`src/common/can_err_pkg.sv`:
```
// Purpose: shared constants and types of the CAN error confinement block
// Assumes: protocol engine outside supplies field codes and sample ticks
// Notes: offsets are byte addresses on a 32-bit APB
package can_err_pkg;

   typedef logic [3:0] field_t;
   typedef logic [7:0] addr_t;

   // ***************************************
   // frame field codes from the engine
   // ***************************************
   localparam field_t F_IDLE = 4'h0;
   localparam field_t F_SOF = 4'h1;
   localparam field_t F_ARB = 4'h2;
   localparam field_t F_CTRL = 4'h3;
   localparam field_t F_DATA = 4'h4;
   localparam field_t F_CRC = 4'h5;
   localparam field_t F_CRC_DELIM = 4'h6;
   localparam field_t F_ACK_SLOT = 4'h7;
   localparam field_t F_ACK_DELIM = 4'h8;
   localparam field_t F_EOF = 4'h9;
   localparam field_t F_IFS = 4'ha;
   localparam field_t F_ERR_FRAME = 4'hb;

   // ***************************************
   // register map
   // ***************************************
   localparam addr_t TX_ERR_COUNT_ADDR = 8'h1c;
   localparam addr_t RX_ERR_COUNT_ADDR = 8'h20;
   localparam addr_t ERR_FLAG_ADDR = 8'h24;
   localparam addr_t LAST_ERR_ADDR = 8'h28;
   localparam addr_t CTRL_ADDR = 8'h2c;
   localparam int CTRL_AUTO_REC_BIT = 0;
   localparam logic CTRL_AUTO_REC_RST = 1'b1;

   // ***************************************
   // error codes
   // ***************************************
   localparam logic [2:0] ERR_NONE = 3'h0;
   localparam logic [2:0] ERR_BIT = 3'h1;
   localparam logic [2:0] ERR_STUFF = 3'h2;
   localparam logic [2:0] ERR_CRC = 3'h3;
   localparam logic [2:0] ERR_FORM = 3'h4;
   localparam logic [2:0] ERR_ACK = 3'h5;

   // ***************************************
   // limits and counts
   // ***************************************
   localparam logic [8:0] PASSIVE_LIMIT = 9'h080;
   localparam logic [8:0] BUSOFF_LIMIT = 9'h100;
   localparam logic [8:0] WARN_LIMIT = 9'h060;
   localparam logic [8:0] TX_ERR_STEP = 9'h008;
   localparam logic [7:0] RX_RESTORE = 8'h7f;
   localparam logic [2:0] STUFF_RUN = 3'h6;
   localparam logic [3:0] RECESSIVE_RUN = 4'hb;
   localparam logic [7:0] RECOVERY_OCCUR = 8'h80;
   localparam logic [14:0] CRC_POLY = 15'h4599;

   typedef enum logic [2:0] {
      MODE_ACTIVE = 3'b001,
      MODE_PASSIVE = 3'b010,
      MODE_BUSOFF = 3'b100
   } mode_t;

endpackage

```
`src/hdl/can_error_confinement.sv`:
```
// Purpose: CAN error detection, counters and error-state confinement
// Assumes: engine on pclk gives one bit_tick per sampled bit with field code
// Notes: APB slave with one wait state; no interrupt logic
//
// Local design decision: the APB slave port.
`timescale 1ns/1ps
`default_nettype none

// Functional notes
// - receiver checks CRC, error frame on mismatch
// - transmitter: recessive ack slot means ack error
// - dominant in delimiters, EOF, IFS: form error
// - transmitter flags bit error on level mismatch
// - no bit error: recessive lost in arbitration/ack
// - six equal bits before CRC delimiter: stuff error
// - own transmission error aborts and requests resend
// - error-active sends dominant error frames
// - error-passive sends recessive error frames
// - bus-off neither transmits nor receives
// - both counts below 128: error-active
// - either count 128 or more: error-passive
// - transmit count 256 or more: bus-off
// - 128 runs of 11 recessive bits recover
// - standard count steps, both counts host readable
// - warning while either count at least 96
// - error mode readable in error flag register
// - flag layout bus-off down to combined warning
// - bus-off flag set at 256, cleared on recovery
module can_error_confinement (
   input wire logic pclk,
   input wire logic presetn,
   input wire can_err_pkg::addr_t paddr,
   input wire logic psel,
   input wire logic penable,
   input wire logic pwrite,
   input wire logic [31:0] pwdata,
   output logic [31:0] prdata,
   output logic pready,
   output logic pslverr,
   input wire logic bit_tick,
   input wire logic rx_bit,
   input wire logic tx_bit,
   input wire logic transmitting,
   input wire can_err_pkg::field_t field,
   input wire logic stuff_bit,
   input wire logic frame_ok,
   output logic err_frame_req,
   output logic err_frame_dominant,
   output logic retx_req,
   output logic tx_allow,
   output logic rx_allow
);
   import can_err_pkg::*;

   typedef struct packed {
      logic [8:0] transmit_error_count;
      logic [7:0] receive_error_count;
      mode_t mode;
      logic [2:0] run_len;
      logic last_bit;
      logic [14:0] crc;
      logic [3:0] rec_run;
      logic [7:0] occ;
      logic [2:0] err_code;
      logic auto_rec;
      logic err_frame_req;
      logic err_frame_dominant;
      logic retx_req;
      logic tx_allow;
      logic rx_allow;
      logic pready;
      logic pslverr;
      logic [31:0] prdata;
   } state_t;

   state_t s_reg;
   state_t s_next;

   // ***************************************
   // register decode
   // ***************************************
   function automatic logic is_mapped(input addr_t a);
      is_mapped = (a == TX_ERR_COUNT_ADDR) || (a == RX_ERR_COUNT_ADDR) ||
         (a == ERR_FLAG_ADDR) || (a == LAST_ERR_ADDR) || (a == CTRL_ADDR);
   endfunction

   function automatic logic [5:0] flags(input state_t st);
      logic txp;
      logic rxp;
      logic txw;
      logic rxw;
      txp = st.transmit_error_count >= PASSIVE_LIMIT;
      rxp = {1'b0, st.receive_error_count} >= PASSIVE_LIMIT;
      txw = st.transmit_error_count >= WARN_LIMIT;
      rxw = {1'b0, st.receive_error_count} >= WARN_LIMIT;
      flags = {st.mode == MODE_BUSOFF, txp, rxp, txw, rxw, txw | rxw};
   endfunction

   function automatic logic [31:0] read_reg(input addr_t a, input state_t st);
      read_reg = 32'h0000_0000;
      case (a)
         // saturates so the eight-bit view reads 255 once bus-off
         TX_ERR_COUNT_ADDR: read_reg[7:0] = st.transmit_error_count[8] ? 8'hff : st.transmit_error_count[7:0];
         RX_ERR_COUNT_ADDR: read_reg[7:0] = st.receive_error_count;
         ERR_FLAG_ADDR: read_reg[5:0] = flags(st);
         LAST_ERR_ADDR: read_reg[2:0] = st.err_code;
         CTRL_ADDR: read_reg[CTRL_AUTO_REC_BIT] = st.auto_rec;
         default: read_reg = 32'h0000_0000;
      endcase
   endfunction

   // ***************************************
   // error detection
   // ***************************************
   logic live_bit;
   logic stuff_zone;
   logic same_bit;
   logic crc_fb;
   logic [14:0] crc_step;
   logic crc_err;
   logic ack_err;
   logic form_err;
   logic bit_err;
   logic stuff_err;
   logic any_err;
   logic [2:0] code;
   logic [5:0] flag_view;

   assign flag_view = flags(s_reg);
   assign live_bit = bit_tick && (s_reg.mode != MODE_BUSOFF);
   assign stuff_zone = (field == F_SOF) || (field == F_ARB) || (field == F_CTRL) ||
      (field == F_DATA) || (field == F_CRC);
   assign same_bit = rx_bit == s_reg.last_bit;
   assign crc_fb = rx_bit ^ s_reg.crc[14];
   assign crc_step = {s_reg.crc[13:0], 1'b0} ^ (crc_fb ? CRC_POLY : 15'h0000);
   // remainder over data plus received sequence is zero when intact
   assign crc_err = !transmitting && (field == F_CRC_DELIM) && (s_reg.crc != 15'h0000);
   assign ack_err = transmitting && (field == F_ACK_SLOT) && rx_bit;
   assign form_err = !rx_bit && ((field == F_CRC_DELIM) || (field == F_ACK_DELIM) ||
      (field == F_EOF) || (field == F_IFS));
   assign bit_err = transmitting && (field != F_IDLE) && (field != F_IFS) &&
      (field != F_ERR_FRAME) && (rx_bit != tx_bit) &&
      !(tx_bit && !rx_bit && ((field == F_ARB) || (field == F_ACK_SLOT)));
   assign stuff_err = stuff_zone && (field != F_SOF) && same_bit &&
      (s_reg.run_len == STUFF_RUN - 3'h1);
   assign any_err = live_bit && (crc_err || ack_err || form_err || bit_err || stuff_err);

   always_comb begin
      if (bit_err) begin
         code = ERR_BIT;
      end else if (stuff_err) begin
         code = ERR_STUFF;
      end else if (crc_err) begin
         code = ERR_CRC;
      end else if (form_err) begin
         code = ERR_FORM;
      end else begin
         code = ERR_ACK;
      end
   end

   // ***************************************
   // next state
   // ***************************************
   always_comb begin
      s_next = s_reg;
      s_next.err_frame_req = 1'b0;
      s_next.retx_req = 1'b0;
      s_next.pready = 1'b0;
      s_next.pslverr = 1'b0;

      if (bit_tick) begin
         s_next.last_bit = rx_bit;
         if (field == F_SOF) begin
            s_next.run_len = 3'h1;
         end else if (same_bit && s_reg.run_len != STUFF_RUN) begin
            s_next.run_len = s_reg.run_len + 3'h1;
         end else if (!same_bit) begin
            s_next.run_len = 3'h1;
         end
         // stuff bits are left out of the checksum
         if (field == F_SOF) begin
            s_next.crc = 15'h0000;
         end else if (stuff_zone && !stuff_bit) begin
            s_next.crc = crc_step;
         end
      end

      if (any_err) begin
         s_next.err_code = code;
         s_next.err_frame_req = 1'b1;
         s_next.err_frame_dominant = s_reg.mode == MODE_ACTIVE;
         if (transmitting) begin
            s_next.retx_req = 1'b1;
            s_next.transmit_error_count = s_reg.transmit_error_count + TX_ERR_STEP;
         end else if (s_reg.receive_error_count != 8'hff) begin
            s_next.receive_error_count = s_reg.receive_error_count + 8'h01;
         end
      end else if (frame_ok && s_reg.mode != MODE_BUSOFF) begin
         if (transmitting) begin
            if (s_reg.transmit_error_count != 9'h000) begin
               s_next.transmit_error_count = s_reg.transmit_error_count - 9'h001;
            end
         end else if ({1'b0, s_reg.receive_error_count} >= PASSIVE_LIMIT) begin
            s_next.receive_error_count = RX_RESTORE;
         end else if (s_reg.receive_error_count != 8'h00) begin
            s_next.receive_error_count = s_reg.receive_error_count - 8'h01;
         end
      end

      if (s_reg.mode == MODE_BUSOFF) begin
         if (bit_tick) begin
            if (!rx_bit) begin
               s_next.rec_run = 4'h0;
            end else if (s_reg.rec_run == RECESSIVE_RUN - 4'h1) begin
               s_next.rec_run = 4'h0;
               if (s_reg.occ != RECOVERY_OCCUR) begin
                  s_next.occ = s_reg.occ + 8'h01;
               end
            end else begin
               s_next.rec_run = s_reg.rec_run + 4'h1;
            end
         end
         // without auto recovery the count waits, full, for the host
         if (s_reg.occ == RECOVERY_OCCUR && s_reg.auto_rec) begin
            s_next.transmit_error_count = 9'h000;
            s_next.receive_error_count = 8'h00;
            s_next.occ = 8'h00;
            s_next.mode = MODE_ACTIVE;
         end
      end else if (s_next.transmit_error_count >= BUSOFF_LIMIT) begin
         s_next.mode = MODE_BUSOFF;
         s_next.rec_run = 4'h0;
         s_next.occ = 8'h00;
      end else if (s_next.transmit_error_count >= PASSIVE_LIMIT || {1'b0, s_next.receive_error_count} >= PASSIVE_LIMIT) begin
         s_next.mode = MODE_PASSIVE;
      end else begin
         s_next.mode = MODE_ACTIVE;
      end
      s_next.tx_allow = s_next.mode != MODE_BUSOFF;
      s_next.rx_allow = s_next.mode != MODE_BUSOFF;

      // ***************************************
      // APB: one wait state, write at the completing edge
      // ***************************************
      if (psel && penable && !s_reg.pready) begin
         s_next.pready = 1'b1;
         s_next.pslverr = !is_mapped(paddr);
         s_next.prdata = pwrite ? 32'h0000_0000 : read_reg(paddr, s_reg);
      end
      if (psel && penable && s_reg.pready && pwrite && paddr == CTRL_ADDR) begin
         s_next.auto_rec = pwdata[CTRL_AUTO_REC_BIT];
      end
   end

   always_ff @(posedge pclk or negedge presetn) begin
      if (!presetn) begin
         s_reg <= '0;
         s_reg.mode <= MODE_ACTIVE;
         s_reg.auto_rec <= CTRL_AUTO_REC_RST;
         s_reg.tx_allow <= 1'b1;
         s_reg.rx_allow <= 1'b1;
         s_reg.err_frame_dominant <= 1'b1;
      end else begin
         s_reg <= s_next;
      end
   end

   assign prdata = s_reg.prdata;
   assign pready = s_reg.pready;
   assign pslverr = s_reg.pslverr;
   assign err_frame_req = s_reg.err_frame_req;
   assign err_frame_dominant = s_reg.err_frame_dominant;
   assign retx_req = s_reg.retx_req;
   assign tx_allow = s_reg.tx_allow;
   assign rx_allow = s_reg.rx_allow;
endmodule

`default_nettype wire

```
`config.mk`:
```
export PLATFORM = sky130hd
export DESIGN_NAME = can_error_confinement
export DESIGN_NICKNAME = d
export VERILOG_FILES = /design/src/common/can_err_pkg.sv /design/src/hdl/can_error_confinement.sv
export SDC_FILE = /design/constraint.sdc
export NUM_CORES = 1
export LEC_CHECK = 0
export ABC_AREA = 1
export BUFFER_PORTS_ARGS = -buffer_cell sky130_fd_sc_hd__buf_4
export CAP_MARGIN = 20
export CORE_UTILIZATION = 38
export DETAILED_ROUTE_END_ITERATION = 6
export PLACE_DENSITY = 0.59
export SLEW_MARGIN = 10
export SYNTH_ARGS = -nofsm -noshare
export SYNTH_HDL_FRONTEND = slang
export SYNTH_SLANG_ARGS = --single-unit
```
`constraint.sdc`:
```
create_clock -name pclk -period 2.25 [get_ports pclk]
set_input_delay 0.45 -clock pclk [delete_from_list [all_inputs] [get_ports pclk]]
set_output_delay 0.45 -clock pclk [all_outputs]
set_load 0.03 [all_outputs]
```
==> out/summary.md <==
### Drt
• 11.10 mm — drt total wl
• 4.904 — Via density
• 12.73 µm — wire length per cell
• 214 — count of routing violations after the opening detailed-route iteration
• 0 — remaining design rule violation count
• 5 — count of TritonRoute iterations in the first routing pass
• 4276 — Vias
• 0 — Final ANT Viol Nets

### Synth
• 43 — number of distinct library cell variants in the gate-level netlist after synthesis
• 69 — number of storage elements in the synthesis netlist
• 1.000 — Post-synth ARST share
• 7.238 µm² — average footprint of a synthesized cell
• 0.3452 — area share of the largest cell type after synthesis
• 0 — count of flip-flops with a built-in enable after synthesis
• sky130_fd_sc_hd__dfrtp_1, sky130_fd_sc_hd__nand2_1, sky130_fd_sc_hd__nor2_1 — Synth area leaders
• 651 — Post-Synthesis Cells
• sky130_fd_sc_hd__dfrtp_1 — cell type with the highest aggregate area in the netlist
• 0.3675 — sequential fraction of the synthesis area
• sky130_fd_sc_hd__dfrtp_1 — most used flip-flop cell after synthesis
• 0 — warnings from Yosys
• 4712 µm² — Netlist Area Pre-Place

### Clock tree
• 2 — maximum count of clock buffers along a single path
• 69 — total clock sinks
• 0 — number of hold buffers added after cts
• 0.06 ns — clock-pin slew on the worst setup and hold paths
• 3 — depth of the CTS H-tree
• 9 — clock buffers created by TritonCTS
• sky130_fd_sc_hd__clkbuf_16 — clock tree root buffer cell
• 0 — post-CTS setup repair buffer count
• done — CTS tree
• 0.33 ns — clock latency reported for the late side of the worst-skew pair
• 0 — number of gates given a new drive strength after cts

### Worst setup path
• 0.53 ns — Slowest Stage Delay on Critical Path
• sky130_fd_sc_hd__nand2_1 — Most common cell on crit path
• 7 — biggest fanout along the worst timing path
• register to register — Setup Crit Path Kind
• register — Critical Path End Type
• sky130_fd_sc_hd__dfstp_2 — cell type of the slowest stage on the worst timing path
• 2.51 ns — critical path data required time
• nor2_1, nand2_1, nand2_1, nor2_1, nand2_1, inv_2, nand2_1, a21oi_1, nand2_1, nand2_1, nor2_1, a21oi_1 — critical-path cell list
• register — startpoint class of the critical path
• 2.28 ns — arrival time at the worst endpoint

### Floorplanning
• 0.3907 — starting utilization of the core area
• 113.4 µm — width of the die
• 12060 µm² — area of the core
• 12850 µm² — Total Die Area
• 40 — number of rows created at floorplan
• 94 — io pins
• 113.4 µm — height of the die

### Layout
• 55 — max reg flops
• 0 — antenna fix cells
• 0.1491 — fraction of final layout cells with drive strength greater than 1
• 15.75% — Area Growth Syn to Fin
• 769 — number of nets in the final layout

### Power and ir drop
• 0.3975 — switching part of the total
• 2.209 mW — net load switching power
• 5.557 mW — Pwr Total
• 0.364 — combinational share of power
• 1019 nW/µm² — Pwr Density
• 3.348 mW — design internal power
• 0.358 — sequential cell fraction of total power
• 0.278 — proportion of power drawn by the clock network
• 2.793 nW — leak pwr
• 383.2 µV — Max rail drop VDD

### Min path
• input pin to asynchronous set/reset pin — type of the worst min-delay path

### Global route
• 19.13 mm — global-route wire length before repair
• 0 — Remaining Overflow, GRT
• 0.1869 — Total GRT Usage
• 4191 — via count of the first global-routing pass
• 34 — pin count of the biggest net entering global routing
• 0 — initial antenna violation count

### STA
• no — unrepaired setup endpoints after global routing
• 0 — number of slew-limit violations in the final report
• 2.020 ns — clock period minus worst slack
• 0 — Hold Fails Final Rpt
• 0 ns — setup tns final
• 0.4951 GHz — highest clock rate
• 0.06072 ns — worst slack on hold paths
• 0.8977 — final worst-path cycle share
• 0 — number of endpoints failing setup at the final stage
• 0.005471 ns — final clock skew

### Placement
• 8.297 mm — detailed placer's ending HPWL
• 38 — Port Buffer Count
• 0.8705 — global placement routability congestion

### Outcome
• finished clean — outcome

### Job
• 0 — total of max-cap violations

-- worst paths after layout --
kind,startpoint,end,slack [ns],cells after the start
max reg2reg,s_reg[74]$_DFF_PN1_,s_reg[75]$_DFF_PN0_,0.23,12
min reg2reg,s_reg[75]$_DFF_PN0_,err_frame_dominant$_DFFE_PN1N_,0.42,1
min in group pclk,bit_tick,s_reg[70]$_DFFE_PN0P_,0.35,2
max,s_reg[74]$_DFF_PN1_,s_reg[75]$_DFF_PN0_,0.23,12
max in group asynchronous,presetn,s_reg[39]$_DFFE_PN1P_,1.51,2
min,presetn,s_reg[83]$_DFF_PN0_,0.06,1
-- synth_stat cells (2+ instances only) --
cell type                  number
sky130_fd_sc_hd__a22o_1         2
sky130_fd_sc_hd__inv_2          8
sky130_fd_sc_hd__nand2_1      147
sky130_fd_sc_hd__dfstp_2        4
sky130_fd_sc_hd__nor3_1         5
sky130_fd_sc_hd__dfrtp_1       65
sky130_fd_sc_hd__o21bai_1       3
sky130_fd_sc_hd__o221ai_1       2
sky130_fd_sc_hd__nor3b_1        2
sky130_fd_sc_hd__xor2_1        18
sky130_fd_sc_hd__nand3_1       53
sky130_fd_sc_hd__o211ai_1       2
sky130_fd_sc_hd__inv_1         69
sky130_fd_sc_hd__o21ai_1        9
sky130_fd_sc_hd__o21ai_0       47
sky130_fd_sc_hd__nor2_1        77
sky130_fd_sc_hd__ha_1          15
sky130_fd_sc_hd__buf_4         36
sky130_fd_sc_hd__nand4_1        9
sky130_fd_sc_hd__buf_2          3
sky130_fd_sc_hd__clkbuf_1       5
sky130_fd_sc_hd__xnor2_1        4
sky130_fd_sc_hd__o22ai_1        5
sky130_fd_sc_hd__nand2_2        4
sky130_fd_sc_hd__nor2_2         3
sky130_fd_sc_hd__nand2_4        4
sky130_fd_sc_hd__nand3b_1       3
sky130_fd_sc_hd__a31oi_1        4
sky130_fd_sc_hd__a21oi_1       29
-- stage by stage --
stage / std cells / instance area, µm² / setup slack (ns) / util
floorplan: 674 / 4798 / 0.3441 / -
global placement: 856 / 5129 / 0.05665 / 0.4252
detailed placement: 856 / 5129 / 0.03234 / 0.4252
CTS: 872 / 5454 / 0.2247 / 0.4522
global route: 872 / 5454 / 0.01633 / 0.4522
finish: 872 / 5454 / 0.2301 / 0.4522
-- power by group through the flow --
stage          clock, mW  sequential [mW]  combinational, mW
3_3_place_gp           0             1.99               1.98
4_1_cts             1.59             1.98               2.03
6_report            1.54             1.99               2.02
3_5_place_dp           0             2.00               2.01
5_1_grt             1.64             2.04               2.33
2_1_floorplan          0             1.92               1.56
-- per-layer routing --
| layer | vias to the layer above | track usage | wire length (µm) |
|---|---|---|---|
| met2 | 116 | 0.3063 | 5336 |
| met5 | - | 0 | 0 |
| met4 | 0 | 0.07456 | 165 |
| met1 | 1995 | 0.2363 | 5089 |
| met3 | 14 | 0.04660 | 511 |
| li1 | 2151 | - | - |
-- final cells by class --
type	count	area (µm²)
Inverter	77	289.0
Timing Repair Buffer	60	450.4
Fill cell	1206	6608
Clock buffer	10	239.0
Multi-Input combinational cell	482	2447
Tap cell	168	210.2
Sequential cell	69	1732
Clock inverter	6	86.33
-- cell families (layout without fill, tap and decap cells) --
kind of cell	after synthesis	in the layout	share of synthesized area
compound gates	108	108	0.1269
xor+xnor	22	22	0.04089
fa+ha+maj	15	15	0.03983
other cells	1	24	0.0007958
simple gates	312	312	0.2902
flops	69	69	0.3675
mux	1	1	0.002390
buf+inv	123	153	0.1314
-- worst max-delay path, delay by kind of cell, from the launching register on --
family	cells	cell delay, ns
compound gates	2	0.26
simple gates	9	1.01
flops	1	0.53
buf+inv	1	0.14
-- cell usage in the layout (no fill, tap or decap), types with 5 or more instances in the layout --
cell                        instances
sky130_fd_sc_hd__clkbuf_16          9
sky130_fd_sc_hd__nand4_1            9
sky130_fd_sc_hd__a21oi_1           29
sky130_fd_sc_hd__nor3_1             5
sky130_fd_sc_hd__o21ai_1            9
sky130_fd_sc_hd__conb_1            24
sky130_fd_sc_hd__o21ai_0           47
sky130_fd_sc_hd__buf_4             60
sky130_fd_sc_hd__nor2_1            77
sky130_fd_sc_hd__inv_2              8
sky130_fd_sc_hd__inv_1             69
sky130_fd_sc_hd__nand2_1          147
sky130_fd_sc_hd__nand3_1           53
sky130_fd_sc_hd__dfrtp_1           65
sky130_fd_sc_hd__xor2_1            18
sky130_fd_sc_hd__o22ai_1            5
sky130_fd_sc_hd__ha_1              15
Power figures use the tool's default switching activity.
